## src/design/fsc_map.vh

```
// constants for the force sensor serial command front end
// assumes a 10 MHz system clock and a slow mode-3 serial link
//
// How it works
// - reset reboots to shutdown; active or idle from shutdown reload boot
// - shutdown refuses result, write, fetch; active refuses active (nack)
// - mode 3: output moves on falling clock, input taken on rising clock
// - frame opens on a select edge while the serial clock is high, closes on any rising select edge
// - write: command byte, acknowledge byte, then payload bytes in same frame
// - read: after command and acknowledge, response shifts out msb first
// - fetch: address byte, then up to 25 us busy with 0x00 bytes
// - when preparation ends send 0x01 marker then the data byte
// - accepted command answers eight low bits as acknowledge
// - invalid or refused command answers eight high bits
// - results are 24-bit two's complement, three bytes, msb byte first

`ifndef FSC_MAP_VH
`define FSC_MAP_VH

// ==========================================================
// command codes
`define FSC_CMD_RESET 8'h10
`define FSC_CMD_SHUTDOWN 8'h11
`define FSC_CMD_ACTIVE 8'h12
`define FSC_CMD_IDLE 8'h13
`define FSC_CMD_RESULT 8'hC0
`define FSC_CMD_TEMP 8'hC2
`define FSC_CMD_WRITE 8'hE0
`define FSC_CMD_FETCH 8'hD6

// ==========================================================
// device states
`define FSC_ST_SHUT 2'h0
`define FSC_ST_ACTIVE 2'h1
`define FSC_ST_IDLE 2'h2
`define FSC_ST_RESET 2'h0

// ==========================================================
// answer bytes
`define FSC_BYTE_ACK 8'h00
`define FSC_BYTE_NACK 8'hFF
`define FSC_BYTE_BUSY 8'h00
`define FSC_BYTE_READY 8'h01
`define FSC_BYTE_FILL 8'h00

// ==========================================================
// timing
`define FSC_CLK_MHZ 10
`define FSC_PREP_MAX_US 25
`define FSC_PREP_MAX_CYC (`FSC_PREP_MAX_US * `FSC_CLK_MHZ)

`endif

```

## src/design/fsc_cmd_top.v

```verilog
// command interpreter of the force sensor serial front end
// assumes serial pins are asynchronous and sampled on clk_i; measurement,
// temperature and coefficient sources share clk_i
`timescale 1ns/1ps
`include "fsc_map.vh"
module fsc_cmd_top (
    // clock and reset
    input wire clk_i,
    input wire rst_i,
    // serial link
    input wire sclk_i,
    input wire select_n_i,
    input wire sdi_i,
    output reg sdo_o,
    output reg sdo_oe_o,
    // conversion data sources
    input wire [23:0] meas_data_i,
    input wire [23:0] temp_data_i,
    // correction coefficient memory
    input wire [7:0] coef_data_i,
    input wire coef_valid_i,
    output reg coef_req_o,
    output reg [7:0] coef_addr_o,
    // register writes
    output reg wr_strobe_o,
    output reg [7:0] wr_addr_o,
    output reg [7:0] wr_data_o,
    output reg temp_refresh_o,
    // device state
    output reg boot_o,
    output reg conv_run_o,
    output reg [1:0] state_o
);

    // ==========================================================
    // frame phases
    localparam PH_IDLE = 3'h0;
    localparam PH_CMD = 3'h1;
    localparam PH_ACK = 3'h2;
    localparam PH_WRITE = 3'h3;
    localparam PH_READ = 3'h4;
    localparam PH_ADDR = 3'h5;
    localparam PH_PREP = 3'h6;
    localparam PH_DROP = 3'h7;

    localparam [31:0] PREP_CYC_W = `FSC_PREP_MAX_CYC;
    localparam [8:0] PREP_CYC = PREP_CYC_W[8:0];

    // ==========================================================
    // pin sampling
    wire [2:0] pins_s;
    wire sclk_s;
    wire sel_n_s;
    wire sdi_s;
    reg sclk_d_reg;
    reg sel_n_d_reg;

    fsc_sync #(
        .WIDTH(3)
    ) u_sync (
        .clk_i(clk_i),
        .rst_i(rst_i),
        .async_i({sclk_i, select_n_i, sdi_i}),
        .rst_val_i(3'b111),
        .sync_o(pins_s)
    );

    assign sclk_s = pins_s[2];
    assign sel_n_s = pins_s[1];
    assign sdi_s = pins_s[0];

    wire sclk_rise = sclk_s & ~sclk_d_reg;
    wire sclk_fall = ~sclk_s & sclk_d_reg;
    // frame opening only counts with the serial clock high; closing counts at any clock level
    wire frame_open = sel_n_d_reg & ~sel_n_s & sclk_s;
    wire frame_close = ~sel_n_d_reg & sel_n_s;

    // ==========================================================
    // byte shifter
    wire byte_done;
    wire [7:0] rx_byte;
    wire shift_sdo;
    reg load_reg;
    reg [7:0] load_byte_reg;

    fsc_shift u_shift (
        .clk_i(clk_i),
        .rst_i(rst_i),
        .clear_i(frame_open),
        .rise_i(sclk_rise & ~sel_n_s),
        .fall_i(sclk_fall & ~sel_n_s),
        .mosi_i(sdi_s),
        .load_i(load_reg),
        .load_byte_i(load_byte_reg),
        .byte_done_o(byte_done),
        .rx_byte_o(rx_byte),
        .sdo_o(shift_sdo)
    );

    // ==========================================================
    // command decision: accept flag and next device state
    reg cmd_ok;
    reg [1:0] state_next;
    reg [2:0] phase_next;
    reg boot_next;

    always @* begin
        cmd_ok = 1'b1;
        state_next = state_o;
        phase_next = PH_ACK;
        boot_next = 1'b0;
        case (rx_byte)
            `FSC_CMD_RESET: begin
                state_next = `FSC_ST_SHUT;
                boot_next = 1'b1;
            end
            `FSC_CMD_SHUTDOWN: begin
                state_next = `FSC_ST_SHUT;
            end
            `FSC_CMD_ACTIVE: begin
                if (state_o == `FSC_ST_ACTIVE) begin
                    cmd_ok = 1'b0;
                end else begin
                    state_next = `FSC_ST_ACTIVE;
                    boot_next = (state_o == `FSC_ST_SHUT);
                end
            end
            `FSC_CMD_IDLE: begin
                // accepted even while active
                state_next = `FSC_ST_IDLE;
                boot_next = (state_o == `FSC_ST_SHUT);
            end
            `FSC_CMD_RESULT, `FSC_CMD_TEMP: begin
                // in idle the answer is acknowledged but stale
                cmd_ok = (state_o != `FSC_ST_SHUT);
                phase_next = PH_READ;
            end
            `FSC_CMD_WRITE: begin
                cmd_ok = (state_o != `FSC_ST_SHUT);
                phase_next = PH_WRITE;
            end
            `FSC_CMD_FETCH: begin
                cmd_ok = (state_o != `FSC_ST_SHUT);
                phase_next = PH_ADDR;
            end
            default: begin
                cmd_ok = 1'b0;
            end
        endcase
        if (!cmd_ok) begin
            state_next = state_o;
            phase_next = PH_DROP;
            boot_next = 1'b0;
        end
    end

    // ==========================================================
    // frame sequencer
    reg [2:0] phase_reg;
    reg [2:0] after_ack_reg;
    reg [23:0] snap_reg;
    reg [1:0] idx_reg;
    reg wr_second_reg;
    reg prep_busy_reg;
    reg prep_done_reg;
    reg marker_sent_reg;
    reg [8:0] prep_cnt_reg;
    reg [7:0] coef_reg;

    always @(posedge clk_i) begin
        if (rst_i) begin
            phase_reg <= PH_IDLE;
            after_ack_reg <= PH_DROP;
            snap_reg <= 24'h00_0000;
            idx_reg <= 2'h0;
            wr_second_reg <= 1'b0;
            prep_busy_reg <= 1'b0;
            prep_done_reg <= 1'b0;
            marker_sent_reg <= 1'b0;
            prep_cnt_reg <= 9'h000;
            coef_reg <= 8'h00;
            load_reg <= 1'b0;
            load_byte_reg <= 8'hFF;
            sclk_d_reg <= 1'b1;
            sel_n_d_reg <= 1'b1;
            sdo_o <= 1'b1;
            sdo_oe_o <= 1'b0;
            coef_req_o <= 1'b0;
            coef_addr_o <= 8'h00;
            wr_strobe_o <= 1'b0;
            wr_addr_o <= 8'h00;
            wr_data_o <= 8'h00;
            temp_refresh_o <= 1'b0;
            boot_o <= 1'b0;
            conv_run_o <= 1'b0;
            state_o <= `FSC_ST_RESET;
        end else begin
            sclk_d_reg <= sclk_s;
            sel_n_d_reg <= sel_n_s;
            // idle level outside a frame, not the last bit shifted
            sdo_o <= (sel_n_s | frame_open) ? 1'b1 : shift_sdo;
            sdo_oe_o <= ~sel_n_s;
            load_reg <= 1'b0;
            coef_req_o <= 1'b0;
            wr_strobe_o <= 1'b0;
            temp_refresh_o <= 1'b0;
            boot_o <= 1'b0;
            conv_run_o <= (state_o == `FSC_ST_ACTIVE);

            // preparation timer: memory answer or the worst-case bound
            if (prep_busy_reg) begin
                if (coef_valid_i || prep_cnt_reg == 9'h001) begin
                    prep_busy_reg <= 1'b0;
                    prep_done_reg <= 1'b1;
                    coef_reg <= coef_data_i;
                end else begin
                    prep_cnt_reg <= prep_cnt_reg - 9'h001;
                end
            end

            if (frame_open) begin
                phase_reg <= PH_CMD;
            end else if (frame_close) begin
                // a frame cut short drops whatever was pending
                phase_reg <= PH_IDLE;
                prep_busy_reg <= 1'b0;
                prep_done_reg <= 1'b0;
            end else if (byte_done) begin
                load_reg <= 1'b1;
                load_byte_reg <= `FSC_BYTE_FILL;
                case (phase_reg)
                    PH_CMD: begin
                        state_o <= state_next;
                        boot_o <= boot_next;
                        idx_reg <= 2'h0;
                        wr_second_reg <= 1'b0;
                        marker_sent_reg <= 1'b0;
                        snap_reg <= (rx_byte == `FSC_CMD_TEMP) ?
                            temp_data_i : meas_data_i;
                        after_ack_reg <= phase_next;
                        phase_reg <= PH_ACK;
                        load_byte_reg <= cmd_ok ? `FSC_BYTE_ACK :
                            `FSC_BYTE_NACK;
                    end
                    PH_ACK: begin
                        phase_reg <= after_ack_reg;
                        if (after_ack_reg == PH_READ) begin
                            // msb byte first
                            load_byte_reg <= snap_reg[23:16];
                            idx_reg <= 2'h1;
                        end
                    end
                    PH_READ: begin
                        case (idx_reg)
                            2'h1: load_byte_reg <= snap_reg[15:8];
                            2'h2: load_byte_reg <= snap_reg[7:0];
                            default: load_byte_reg <= `FSC_BYTE_FILL;
                        endcase
                        if (idx_reg != 2'h3) begin
                            idx_reg <= idx_reg + 2'h1;
                        end
                    end
                    PH_WRITE: begin
                        // address byte then data byte
                        if (!wr_second_reg) begin
                            wr_addr_o <= rx_byte;
                            wr_second_reg <= 1'b1;
                        end else begin
                            wr_data_o <= rx_byte;
                            wr_strobe_o <= 1'b1;
                            temp_refresh_o <=
                                (state_o == `FSC_ST_ACTIVE);
                            phase_reg <= PH_DROP;
                        end
                    end
                    PH_ADDR: begin
                        coef_addr_o <= rx_byte;
                        coef_req_o <= 1'b1;
                        prep_busy_reg <= 1'b1;
                        prep_done_reg <= 1'b0;
                        prep_cnt_reg <= PREP_CYC;
                        load_byte_reg <= `FSC_BYTE_BUSY;
                        phase_reg <= PH_PREP;
                    end
                    PH_PREP: begin
                        if (marker_sent_reg) begin
                            load_byte_reg <= coef_reg;
                            phase_reg <= PH_DROP;
                        end else if (prep_done_reg) begin
                            load_byte_reg <= `FSC_BYTE_READY;
                            marker_sent_reg <= 1'b1;
                        end else begin
                            load_byte_reg <= `FSC_BYTE_BUSY;
                        end
                    end
                    PH_DROP: begin
                        load_byte_reg <= `FSC_BYTE_FILL;
                    end
                    default: begin
                        phase_reg <= PH_IDLE;
                    end
                endcase
            end
        end
    end

endmodule // fsc_cmd_top

```

## src/design/fsc_shift.v

```verilog
// bit-level shifter for the serial link
// assumes rise_i/fall_i are one-cycle pulses of the synchronised clock
`timescale 1ns/1ps
module fsc_shift (
    // clock and reset
    input wire clk_i,
    input wire rst_i,
    // link events
    input wire clear_i,
    input wire rise_i,
    input wire fall_i,
    input wire mosi_i,
    // next byte to send
    input wire load_i,
    input wire [7:0] load_byte_i,
    // received byte and serial output bit
    output reg byte_done_o,
    output reg [7:0] rx_byte_o,
    output reg sdo_o
);

    reg [7:0] rx_reg;
    reg [7:0] tx_reg;
    reg [2:0] bit_cnt_reg;

    always @(posedge clk_i) begin
        if (rst_i) begin
            rx_reg <= 8'h00;
            tx_reg <= 8'hFF;
            bit_cnt_reg <= 3'h0;
            byte_done_o <= 1'b0;
            rx_byte_o <= 8'h00;
            sdo_o <= 1'b1;
        end else begin
            byte_done_o <= 1'b0;
            if (clear_i) begin
                bit_cnt_reg <= 3'h0;
                tx_reg <= 8'hFF;
                sdo_o <= 1'b1;
            end else begin
                if (rise_i) begin
                    rx_reg <= {rx_reg[6:0], mosi_i};
                    bit_cnt_reg <= bit_cnt_reg + 3'h1;
                    if (bit_cnt_reg == 3'h7) begin
                        byte_done_o <= 1'b1;
                        rx_byte_o <= {rx_reg[6:0], mosi_i};
                    end
                end
                // msb leaves first, one bit per falling edge
                if (fall_i) begin
                    sdo_o <= tx_reg[7];
                    tx_reg <= {tx_reg[6:0], 1'b1};
                end
                if (load_i) begin
                    tx_reg <= load_byte_i;
                end
            end
        end
    end

endmodule // fsc_shift

```

## src/design/fsc_sync.v

```verilog
// two-stage synchroniser for a group of pin inputs
// assumes inputs are asynchronous to clk_i
`timescale 1ns/1ps
module fsc_sync #(
    parameter WIDTH = 3
) (
    // clock and reset
    input wire clk_i,
    input wire rst_i,
    // pins, reset value and synchronised copy
    input wire [WIDTH-1:0] async_i,
    input wire [WIDTH-1:0] rst_val_i,
    output reg [WIDTH-1:0] sync_o
);

    reg [WIDTH-1:0] meta_reg;

    // first stage is read only by the second stage
    always @(posedge clk_i) begin
        if (rst_i) begin
            meta_reg <= rst_val_i;
            sync_o <= rst_val_i;
        end else begin
            meta_reg <= async_i;
            sync_o <= meta_reg;
        end
    end

endmodule // fsc_sync
```

## config.mk

```make
export PLATFORM = sky130hd
export DESIGN_NAME = fsc_cmd_top
export DESIGN_NICKNAME = d
export VERILOG_FILES = /design/src/design/fsc_cmd_top.v /design/src/design/fsc_shift.v /design/src/design/fsc_sync.v
export VERILOG_INCLUDE_DIRS = /design/src /design/src/design
export SDC_FILE = /design/constraint.sdc
export NUM_CORES = 1
export LEC_CHECK = 0
export BUFFER_PORTS_ARGS = -buffer_cell sky130_fd_sc_hd__clkbuf_2
export CAP_MARGIN = 20
export CORE_AREA = 2 2 84 126
export CTS_BUF_LIST = sky130_fd_sc_hd__clkbuf_8
export DETAILED_ROUTE_END_ITERATION = 8
export DIE_AREA = 0 0 86 128
export HOLD_SLACK_MARGIN = 0.15
export PLACE_DENSITY_LB_ADDON = 0.08
export SYNTH_ARGS = -nofsm -noshare
export SYNTH_HDL_FRONTEND = slang
export SYNTH_SLANG_ARGS = --single-unit
```

## constraint.sdc

```tcl
create_clock -name clk_i -period 2.4 [get_ports clk_i]
set_clock_uncertainty 0.05 [all_clocks]
set_input_delay 0.48 -clock clk_i [delete_from_list [all_inputs] [get_ports clk_i]]
set_output_delay 0.48 -clock clk_i [all_outputs]
set_load 0.01 [all_outputs]
```

==> results of run 1 <==
[critical path, delay by kind of cell, from the launching register on]
kind,cells,cell delay [ns]
buffers and inverters,1,0.21
DFF,1,0.49
and+or+nand+nor,4,0.96
AOI/OAI and AO/OA,1,0.24
[cell type report]
cell class / instances / share of cell area, %
Multi-Input combinational cell: 459 / 41.4
Inverter: 8 / 0.457
Tap cell: 117 / 2.23
Sequential cell: 131 / 39.9
Timing Repair Buffer: 111 / 9.72
Clock buffer: 22 / 4.61
Clock inverter: 10 / 1.62
[metrics by stage]
step	total power, µW	area (µm²)	setup WS (ns)	util (%)
global route	4330	6570	0.123	65.9
global placement	2360	6160	0.460	61.8
detailed placement	2360	6160	0.369	61.8
CTS	4220	6570	0.342	65.9
finish	4180	6570	0.338	65.9
floorplan	2290	5590	0.591	-
[cell usage after synthesis, drive strengths merged (2+ instances only)]
library cell	instances
a22o	9
and4b	2
dfxtp	131
a211oi	2
nand2	132
ha	7
nor2b	8
nor3	15
a211o	8
and2	4
o21ai	7
a31o	2
nand3b	4
nand3	14
nand4b	2
mux2i	28
a21oi	55
buf	22
nand2b	6
clkbuf	22
and3	3
nor4	5
nor3b	5
mux2	11
xnor2	5
nand4	2
a311oi	24
o31a	3
a31oi	3
xor2	3
a22oi	7
inv	8
or2	9
nor2	64
[cells by family after synthesis]
logic type / share of synthesized area [%]
and+or+nand+nor: 23.3
xor gates and xnor gates: 1.25
muxes: 7.24
adders and majority gates: 1.57
buffers and inverters: 4.37
AOI/OAI and AO/OA: 15.3
DFF: 47.0
[where the power goes]
group	total (µW)	internal [µW]	switching (µW)
Sequential	2190	2180	5.62
Combinational	129	60.5	68.9
Clock	1860	1050	810
[worst max path at each step]
stage | from | end | cells past startpoint
after CTS | u_sync.sync_o[1] | snap_reg[16] | 6
final | sel_n_d_reg | snap_reg[16] | 6
after detailed placement | u_shift.byte_done_o | snap_reg[16] | 6
after floorplan | prep_cnt_reg[1] | coef_reg[0] | 8
after global routing | u_sync.sync_o[1] | snap_reg[1] | 6
after global placement | u_shift.rx_byte_o[1] | load_byte_reg[5] | 5
[per-layer routing]
metal  up-vias  wire [µm]
li1       2406          -
met2       128       6320
met5         -          0
met1      2240       5590
met3        20        533
met4         0        273
==> results.rst, run 1 <==
.. list-table::
   :header-rows: 1

   * - Metric
     - Value
   * - Layout Nets
     - 797
   * - Worst-case hold slack
     - 0.192 ns
   * - Met2 global-route usage
     - 38.4%
   * - Worst-Margin Slew
     - 0.560 ns
   * - Share of post-route cells with drive strength above 1
     - 23.2%
   * - # placed instances
     - 826
   * - Kind of capture point of the worst setup path
     - register
   * - Total of fill cells in the finished design
     - 889
   * - Number of enable-type register cells in the synthesized netlist
     - 0
   * - Met1 capacity usage during global routing
     - 31.0%
   * - Startpoint of the worst-slack reg-to-reg timing path
     - sel_n_d_reg
   * - Unrepaired setup endpoints after global routing
     - no
   * - Die height
     - 128 µm
   * - Relative slew margins
     - 62.3%
   * - Via-per-instance ratio
     - 5.59
   * - Critical path peak fanout
     - 26
   * - Non-Filler Instances
     - 858
   * - Number of buffers between clock root and the deepest sink
     - 2
   * - Number of DRC violations after detailed routing
     - 0
   * - Storage cell area
     - 2620 µm²
   * - First DRT Iteration DRCs
     - 337
   * - Peak Freq
     - 0.485 GHz
   * - Worst setup SP type
     - register
   * - Fraction of post-synthesis cell area in the top cell type by area
     - 47.0%
   * - Starting Density
     - 56.0%
   * - WL per Instance
     - 14.8 µm
   * - Synth-to-Final Area Change
     - 17.5%
   * - Number of cells traversed by the worst hold path
     - 2
   * - Post-Route Setup TNS
     - 0 ns
   * - Maximum ir drop on the vdd rail
     - 0.393 mV
   * - Final routed wirelength across all metal layers
     - 12700 µm
   * - Number of clock sinks
     - 131
   * - Setup repair bufs after CTS
     - 0
   * - Flip-flop and latch count after synthesis
     - 131
   * - Count of cell types in the netlist
     - 54
   * - Top-level port count
     - 95
   * - Standard cell with the maximum stage delay on the critical path
     - sky130_fd_sc_hd__dfxtp_1
   * - Cells resized by post-CTS repair
     - 0
   * - Logic depth of the worst register-to-register path
     - 6
   * - Max capacitance violation total
     - 0
   * - Mean Syn Cell Area
     - 8.70 µm²
   * - Highest-count cells in the layout ignoring fill and taps
     - 131 x sky130_fd_sc_hd__nand2_1, 131 x sky130_fd_sc_hd__dfxtp_1, 93 x sky130_fd_sc_hd__clkbuf_2, 64 x sky130_fd_sc_hd__nor2_1, 55 x sky130_fd_sc_hd__a21oi_1
   * - Synth area leaders
     - sky130_fd_sc_hd__dfxtp_1 47%, sky130_fd_sc_hd__nand2_1 8.8%, sky130_fd_sc_hd__mux2i_1 5.0%
   * - Reg-to-reg setup timing slack
     - 0.34 ns
   * - Slew Viols, Final
     - 0
   * - Power Density
     - 636 nW/µm²
   * - Multi-input logic area
     - 2720 µm²
   * - Crit path required time
     - 2.67 ns
   * - Number of buffers inserted by port buffering
     - 94
   * - Critical-path cell list
     - nor2b_1 > nor4_4 > and2_1 > buf_12 > nor2_1 > a311oi_1
   * - Total Die Area
     - 11000 µm²
   * - Largest net degree at the start of global routing
     - 48
   * - CTS buffer count
     - 17
   * - Capture point of the worst reg-to-reg path
     - snap_reg[16]
   * - Horizontal extent of the die
     - 86 µm
   * - 1st-pass router iterations
     - 5
   * - Clock tree from TritonCTS
     - yes
   * - Total routing usage reported by global routing
     - 23.9%
   * - Clk Latency, worst-skew pair
     - 0.42 ns
   * - Leakage
     - 0.00245 µW
   * - Top Usage Layer GRT
     - met2
   * - Count of warnings emitted by yosys
     - 0
   * - Number of placement rows
     - 45
   * - Endpoint of the worst hold path
     - u_sync.meta_reg[1]
   * - Detailed-route via count
     - 4794
   * - Hold Path Class
     - input pin to register
   * - Cell accounting for the most synthesized area
     - sky130_fd_sc_hd__dfxtp_1
   * - Min Tclk post-route
     - 2.06 ns
   * - CP arrival
     - 2.33 ns
   * - Worst hold path startpoint
     - select_n_i
   * - Final hold violations
     - 0
   * - CTS clock-pin slew for the worst setup and hold paths
     - 0.07 ns
   * - Total standard cell area after synthesis
     - 5590 µm²
   * - Sequential element share of the synthesized area
     - 47.0%
   * - Number of levels the H-tree was split into
     - 4
   * - Setup-failing EPs final
     - 0
   * - Syn nets
     - 711
   * - Share of async-settable or async-resettable flops after synthesis
     - 0%
   * - Number of antenna violations at the first check in global routing
     - 0
   * - Final GP Congestion
     - 0.861
   * - Met3 GRT Util
     - 5.09%
   * - Placed wire-length estimate
     - 9220 µm
   * - Final global-route overflow total
     - 0
   * - Hold buffer count at CTS
     - 0
   * - Number of flip-flops in the largest register
     - 24
   * - Root cell of the clock tree
     - sky130_fd_sc_hd__clkbuf_8
   * - Number of instances in the synthesized netlist
     - 642
   * - Core Footprint
     - 9970 µm²
   * - Synth Flop Type
     - sky130_fd_sc_hd__dfxtp_1
   * - Outcome
     - finished clean
   * - Antenna diode count
     - 0
   * - First-pass GRT wire length
     - 21000 µm
   * - Number of nets with antenna violations after routing
     - 0
   * - Share of the cycle needed by the critical path after routing
     - 85.9%
   * - Via count of the first global-routing pass
     - 4494
   * - Delay of the slowest cell on the worst path
     - 0.49 ns
   * - Type of the worst setup path
     - register to register
Power figures use the tool's default switching activity.
==> run 2, diff against run 1 <==
CORE_AREA = 8 8 90 132   (was 2 2 84 126)
DIE_AREA = 0 0 98 140   (was 0 0 86 128)
==> run 2 against run 1 <==
Clock-buffer cell count fell by 4. Sequential power about the same. Design area is 0.40% lower. Combinational power barely moved. Sequential share of layout area rose by 0.16 points. Non-clock buffer count up 2. Sequential cell count did not move. Wire length up 8.1%. Clock power decreased by 9%. Largest cell class unchanged. Largest power group unchanged.
==> results.rst, run 2 (synthesis gave the netlist of run 1 again) <==
.. list-table::
   :header-rows: 1

   * - Metric
     - Value
   * - Detailed-route via count
     - 4804 (was 4794)
   * - Switching power
     - 943 µW (was 885 µW)
   * - Via count of the first global-routing pass
     - 4902 (was 4494)
   * - Sw Share
     - 23.5% (was 21.2%)
   * - Slew Viols, Final
     - 0 (unchanged)
   * - Via-per-instance ratio
     - 5.59 (about the same)
   * - Final core occ
     - 65.6% (was 65.9%)
   * - Final global-route overflow total
     - 0 (unchanged)
   * - Crit path required time
     - 2.68 ns (was 2.67 ns)
   * - Layout Nets
     - 799 (was 797)
   * - Power share of the sequential group
     - 54.4% (was 52.3%)
   * - WL per Instance
     - 16.0 µm (was 14.8 µm)
   * - Post-Route Setup TNS
     - 0 ns (unchanged)
   * - 1st-pass router iterations
     - 5 (unchanged)
   * - Final GP Congestion
     - 0.832 (was 0.861)
   * - Min Tclk post-route
     - 2.06 ns (about the same)
   * - First DRT Iteration DRCs
     - 202 (was 337)
   * - Number of buffers inserted by port buffering
     - 94 (unchanged)
   * - Reg-to-reg setup timing slack
     - 0.34 ns (about the same)
   * - Cell family with the largest share of critical-path delay
     - simple AND/OR/NAND/NOR gates (unchanged)
   * - Hold Path Class
     - input pin to register (unchanged)
   * - CP arrival
     - 2.35 ns (was 2.33 ns)
   * - Number of nets with antenna violations after routing
     - 0 (unchanged)
   * - Standard cell with the maximum stage delay on the critical path
     - sky130_fd_sc_hd__dfxtp_1 (unchanged)
   * - Synth-to-Final Area Change
     - 17.1% (was 17.5%)
   * - Critical path peak fanout
     - 21 (was 26)
   * - Number of levels the H-tree was split into
     - 4 (unchanged)
   * - Outcome
     - finished clean (unchanged)
   * - Largest net degree at the start of global routing
     - 54 (was 48)
   * - Power Density
     - 614 nW/µm² (was 636 nW/µm²)
   * - Number of clock sinks
     - 131 (unchanged)
   * - Relative slew margins
     - 61.2% (was 62.3%)
   * - Unrepaired setup endpoints after global routing
     - no (unchanged)
   * - Clock tree from TritonCTS
     - yes (unchanged)
   * - Horizontal extent of the die
     - 98 µm (was 86 µm)
   * - Clk Latency, worst-skew pair
     - 0.43 ns (was 0.42 ns)
   * - Total routing usage reported by global routing
     - 20.7% (was 23.9%)
   * - Final routed wirelength across all metal layers
     - 13700 µm (was 12700 µm)
   * - Total of fill cells in the finished design
     - 875 (was 889)
   * - Peak Freq
     - 0.484 GHz (was 0.485 GHz)
   * - Number of antenna violations at the first check in global routing
     - 0 (unchanged)
   * - Number of buffers between clock root and the deepest sink
     - 2 (unchanged)
   * - CTS buffer count
     - 17 (unchanged)
   * - CTS clock-pin slew for the worst setup and hold paths
     - 0.07 ns (about the same)
   * - Starting Density
     - 56.0% (unchanged)
   * - Worst hold path startpoint
     - sclk_i (was select_n_i)
   * - Max capacitance violation total
     - 0 (unchanged)
   * - Number of placement rows
     - 45 (unchanged)
   * - Root cell of the clock tree
     - sky130_fd_sc_hd__clkbuf_8 (unchanged)
   * - Setup-failing EPs final
     - 0 (unchanged)
   * - Leakage
     - 0.00242 µW (was 0.00245 µW)
   * - Cell-internal power
     - 3070 µW (was 3290 µW)
   * - Capture point of the worst reg-to-reg path
     - snap_reg[22] (was snap_reg[16])
   * - First-pass GRT wire length
     - 23200 µm (was 21000 µm)
   * - Final design area excluding fillers
     - 6540 µm² (was 6570 µm²)
   * - Final hold violations
     - 0 (unchanged)
   * - Setup repair bufs after CTS
     - 0 (unchanged)
   * - Logic depth of the worst register-to-register path
     - 6 (unchanged)
   * - Endpoint of the worst hold path
     - u_sync.meta_reg[2] (was u_sync.meta_reg[1])
   * - Logic pwr share
     - 3.2% (was 3.1%)
   * - Total Die Area
     - 13700 µm² (was 11000 µm²)
   * - Worst-Margin Slew
     - 0.581 ns (was 0.560 ns)
   * - Core Footprint
     - 9970 µm² (unchanged)
   * - Antenna diode count
     - 0 (unchanged)
   * - Share of the cycle needed by the critical path after routing
     - 86.0% (was 85.9%)
   * - Type of the worst setup path
     - register to register (unchanged)
   * - Critical-path cell list
     - nor2b_1 > nor4_4 > and2_2 > buf_12 > nor2_1 > a311oi_1 (was nor2b_1 > nor4_4 > and2_1 > buf_12 > nor2_1 > a311oi_1)
   * - Number of flip-flops in the largest register
     - 24 (unchanged)
   * - Placed wire-length estimate
     - 9990 µm (was 9220 µm)
   * - Number of cells traversed by the worst hold path
     - 2 (unchanged)
   * - Worst setup SP type
     - register (unchanged)
   * - Top-level port count
     - 95 (unchanged)
   * - Post-DP Area
     - 6160 µm² (about the same)
   * - CP bufs+invs
     - 1 (unchanged)
   * - Startpoint of the worst-slack reg-to-reg timing path
     - sel_n_d_reg (unchanged)
   * - Share of post-route cells with drive strength above 1
     - 23.6% (was 23.2%)
   * - Proportion of power drawn by the clock network
     - 42.4% (was 44.6%)
   * - Number of DRC violations after detailed routing
     - 0 (unchanged)
   * - Delay of the slowest cell on the worst path
     - 0.49 ns (about the same)
   * - Die height
     - 140 µm (was 128 µm)
   * - Kind of capture point of the worst setup path
     - register (unchanged)
   * - Maximum ir drop on the vdd rail
     - 0.352 mV (was 0.393 mV)
   * - Highest-count cells in the layout ignoring fill and taps
     - 131 x sky130_fd_sc_hd__nand2_1, 131 x sky130_fd_sc_hd__dfxtp_1, 93 x sky130_fd_sc_hd__clkbuf_2, 64 x sky130_fd_sc_hd__nor2_1, 55 x sky130_fd_sc_hd__a21oi_1 (unchanged)
-- run 2: through the flow --
step           instances  hold slack, ns  setup slack [ns]  power, µW
2_1_floorplan        642           0.339             0.591       2290
3_3_place_gp         827           0.350             0.367       2360
3_5_place_dp         827           0.343             0.231       2360
4_1_cts              860           0.154             0.188       4050
5_1_grt              860           0.160             0.165       4160
6_report             860           0.179             0.335       4020
-- run 2: power groups by stage --
stage / clock, µW / sequential [µW] / combinational, µW
2_1_floorplan: 0 / 2230 / 58.0
3_3_place_gp: 0 / 2230 / 125
3_5_place_dp: 0 / 2230 / 127
4_1_cts: 1740 / 2180 / 129
5_1_grt: 1830 / 2180 / 143
6_report: 1700 / 2180 / 130
-- run 2: repair_timing --
action,in CTS,in global routing
endpoints found under the setup margin,0,1
gates resized for setup,0,1
hold buffers,1,0
endpoints found under the hold margin,1,0
-- run 2: layer usage --
metal	global-route usage [%]	up-vias	wire length, µm
li1	-	2414	-
met1	24.3	2252	5810
met2	35.0	122	7080
met3	5.26	16	650
met4	8.58	0	197
met5	0	-	0
-- run 2: how the worst max path moves through the flow --
stage	slack, ns	cells after the start	from	end
global route	0.16	6	u_sync.sync_o[1]	snap_reg[22]
detailed placement	0.23	6	u_sync.sync_o[1]	snap_reg[22]
global placement	0.37	6	u_sync.sync_o[1]	snap_reg[5]
CTS	0.19	6	u_sync.sync_o[1]	snap_reg[22]
finish	0.34	6	sel_n_d_reg	snap_reg[22]
floorplan	0.59	8	prep_cnt_reg[1]	coef_reg[0]
-- run 2: cell type report --
cell class / instances / area [µm²] / share of cell area (%)
Clock buffer: 18 / 248 / 3.79
Clock inverter: 14 / 116 / 1.78
Timing Repair Buffer: 113 / 656 / 10.0
Inverter: 8 / 30.0 / 0.459
Multi-Input combinational cell: 459 / 2720 / 41.6
Tap cell: 117 / 146 / 2.24
Sequential cell: 131 / 2620 / 40.1
==> run 3, diff against run 2 <==
MAX_ROUTING_LAYER = met4   (was unset)
==> run 3 against run 2 <==
Highest routed layer unchanged. Critical path type unchanged. Power rose by 0.15%. Global-route usage rose by 0.61 points. Sequential power barely moved. Critical endpoint is now load_byte_reg[5]. Worst hold slack got worse by 0.0048 ns. Via count rose by 0.67%. Register-to-register slack barely moved. Non-clock buffer count did not move.
==> results.rst, run 3 (synthesis gave the netlist of run 1 again) <==
.. list-table::
   :header-rows: 1

   * - Metric
     - Value
   * - Outcome
     - finished clean (unchanged)
   * - Peak Freq
     - 0.486 GHz (was 0.484 GHz)
   * - Final GP Congestion
     - 0.845 (was 0.832)
   * - Reg-to-reg setup timing slack
     - 0.34 ns (about the same)
   * - Die height
     - 140 µm (unchanged)
   * - Type of the worst setup path
     - register to register (unchanged)
   * - CTS clock-pin slew for the worst setup and hold paths
     - 0.08 ns (was 0.07 ns)
   * - Number of cells traversed by the worst hold path
     - 2 (unchanged)
   * - Root cell of the clock tree
     - sky130_fd_sc_hd__clkbuf_8 (unchanged)
   * - Number of flip-flops in the largest register
     - 24 (unchanged)
   * - Share of post-route cells with drive strength above 1
     - 23.6% (unchanged)
   * - Relative slew margins
     - 58.3% (was 61.2%)
   * - Hold Path Class
     - input pin to register (unchanged)
   * - Placed wire-length estimate
     - 9990 µm (unchanged)
   * - Largest net degree at the start of global routing
     - 54 (unchanged)
   * - Final routed wirelength across all metal layers
     - 13800 µm (was 13700 µm)
   * - Clock tree from TritonCTS
     - yes (unchanged)
   * - Detailed-route via count
     - 4836 (was 4804)
   * - Setup-failing EPs final
     - 0 (unchanged)
   * - Total Die Area
     - 13700 µm² (unchanged)
   * - Logic depth of the worst register-to-register path
     - 5 (was 6)
   * - Number of antenna violations at the first check in global routing
     - 0 (unchanged)
   * - Number of DRC violations after detailed routing
     - 0 (unchanged)
   * - Maximum ir drop on the vdd rail
     - 0.353 mV (was 0.352 mV)
   * - Capture point of the worst reg-to-reg path
     - load_byte_reg[5] (was snap_reg[22])
   * - CTS buffer count
     - 17 (unchanged)
   * - Number of placement rows
     - 45 (unchanged)
   * - Starting Density
     - 56.0% (unchanged)
   * - Via-per-instance ratio
     - 5.62 (was 5.59)
   * - Met1 capacity usage during global routing
     - 24.7% (was 24.3%)
   * - Final hold violations
     - 0 (unchanged)
   * - # placed instances
     - 827 (unchanged)
   * - Met2 global-route usage
     - 35.2% (was 35.0%)
   * - Worst-Margin Slew
     - 0.624 ns (was 0.581 ns)
   * - Antenna diode count
     - 0 (unchanged)
   * - CP arrival
     - 2.34 ns (was 2.35 ns)
   * - Number of buffers between clock root and the deepest sink
     - 2 (unchanged)
   * - Share of the cycle needed by the critical path after routing
     - 85.8% (was 86.0%)
   * - Non-Filler Instances
     - 860 (unchanged)
   * - Number of clock sinks
     - 131 (unchanged)
   * - Layout Nets
     - 799 (unchanged)
   * - Highest-count cells in the layout ignoring fill and taps
     - 131 x sky130_fd_sc_hd__nand2_1, 131 x sky130_fd_sc_hd__dfxtp_1, 93 x sky130_fd_sc_hd__clkbuf_2, 64 x sky130_fd_sc_hd__nor2_1, 55 x sky130_fd_sc_hd__a21oi_1 (unchanged)
   * - Total of fill cells in the finished design
     - 875 (unchanged)
   * - Number of buffers inserted by port buffering
     - 94 (unchanged)
   * - Critical path peak fanout
     - 13 (was 21)
   * - Clk Latency, worst-skew pair
     - 0.44 ns (was 0.43 ns)
   * - Max capacitance violation total
     - 0 (unchanged)
   * - Core Footprint
     - 9970 µm² (unchanged)
   * - Met3 GRT Util
     - 4.56% (was 5.26%)
   * - Final core occ
     - 65.6% (unchanged)
   * - Via count of the first global-routing pass
     - 4918 (was 4902)
   * - Worst slack at placement
     - 0.231 ns (unchanged)
   * - Worst-case hold slack
     - 0.174 ns (was 0.179 ns)
   * - First-pass GRT wire length
     - 23200 µm (about the same)
   * - Setup slack after layout
     - 0.341 ns (was 0.335 ns)
   * - Kind of capture point of the worst setup path
     - register (unchanged)
   * - Worst hold path startpoint
     - sclk_i (unchanged)
   * - Endpoint of the worst hold path
     - u_sync.meta_reg[2] (unchanged)
   * - Power Density
     - 615 nW/µm² (was 614 nW/µm²)
   * - Final global-route overflow total
     - 0 (unchanged)
   * - Setup repair bufs after CTS
     - 0 (unchanged)
   * - Number of nets with antenna violations after routing
     - 0 (unchanged)
   * - Worst setup SP type
     - register (unchanged)
   * - Unrepaired setup endpoints after global routing
     - no (unchanged)
   * - Synth-to-Final Area Change
     - 17.1% (unchanged)
   * - Top-level port count
     - 95 (unchanged)
   * - WL per Instance
     - 16.0 µm (about the same)
   * - Number of levels the H-tree was split into
     - 4 (unchanged)
   * - 1st-pass router iterations
     - 6 (was 5)
   * - Post-Route Setup TNS
     - 0 ns (unchanged)
   * - Min Tclk post-route
     - 2.06 ns (about the same)
   * - Top Usage Layer GRT
     - met2 (unchanged)
   * - Crit path required time
     - 2.68 ns (about the same)
   * - Slew Viols, Final
     - 0 (unchanged)
   * - First DRT Iteration DRCs
     - 240 (was 202)
   * - Total routing usage reported by global routing
     - 21.4% (was 20.7%)
   * - Startpoint of the worst-slack reg-to-reg timing path
     - u_shift.rx_byte_o[1] (was sel_n_d_reg)
   * - Leakage
     - 0.00242 µW (unchanged)
   * - Horizontal extent of the die
     - 98 µm (unchanged)
run 3: cell counts in the layout (fill, tap and decap cells not counted):
No cell type changed its count.
run 3: worst max-delay path by stage:
stage / start / end / cells past startpoint
5_1_grt: u_sync.sync_o[1] / snap_reg[22] / 6
6_report: u_shift.rx_byte_o[1] / load_byte_reg[5] / 5
2_1_floorplan: prep_cnt_reg[1] / coef_reg[0] / 8
4_1_cts: u_sync.sync_o[1] / snap_reg[22] / 6
3_5_place_dp: u_sync.sync_o[1] / snap_reg[22] / 6
3_3_place_gp: u_sync.sync_o[1] / snap_reg[5] / 6
run 3: critical path: stages (launching register included):
cell and delay, ns:
sky130_fd_sc_hd__dfxtp_1 0.62, sky130_fd_sc_hd__and4bb_1 0.28, sky130_fd_sc_hd__nand4b_1 0.15, sky130_fd_sc_hd__a22o_1 0.26, sky130_fd_sc_hd__a31o_2 0.30, sky130_fd_sc_hd__a211o_1 0.29
run 3: where the power goes:
group / internal (µW) / total (µW) / switching [µW]
registers: 2180 / 2190 / 5.81
clock network: 833 / 1710 / 874
logic: 59.3 / 129 / 69.8
run 3: area by class of cell:
class                           instances  area, µm²  share of cell area [%]
Clock buffer                           18        248                    3.79
Clock inverter                         14        116                    1.78
Inverter                                8       30.0                   0.459
Multi-Input combinational cell        459       2720                    41.6
Sequential cell                       131       2620                    40.1
Tap cell                              117        146                    2.24
Timing Repair Buffer                  113        656                    10.0
run 3: layer usage:
metal / routed length (µm) / part of all wire, %
met1: 5990 / 44
met2: 6990 / 51
met3: 544 / 4.0
met4: 244 / 1.8
met5: 0 / 0
run 3: stage by stage:
stage / area (µm²) / total power (µW)
4_1_cts: 6540 / 4050
3_5_place_dp: 6160 / 2360
2_1_floorplan: 5590 / 2290
6_report: 6540 / 4020
5_1_grt: 6540 / 4160
3_3_place_gp: 6160 / 2360
run 3: what timing repair did:
action | CTS | global route
hold buffers | 1 | 0
endpoints found under the hold margin | 1 | 0
setup endpoints to repair | 0 | 1
gates resized for setup | 0 | 1
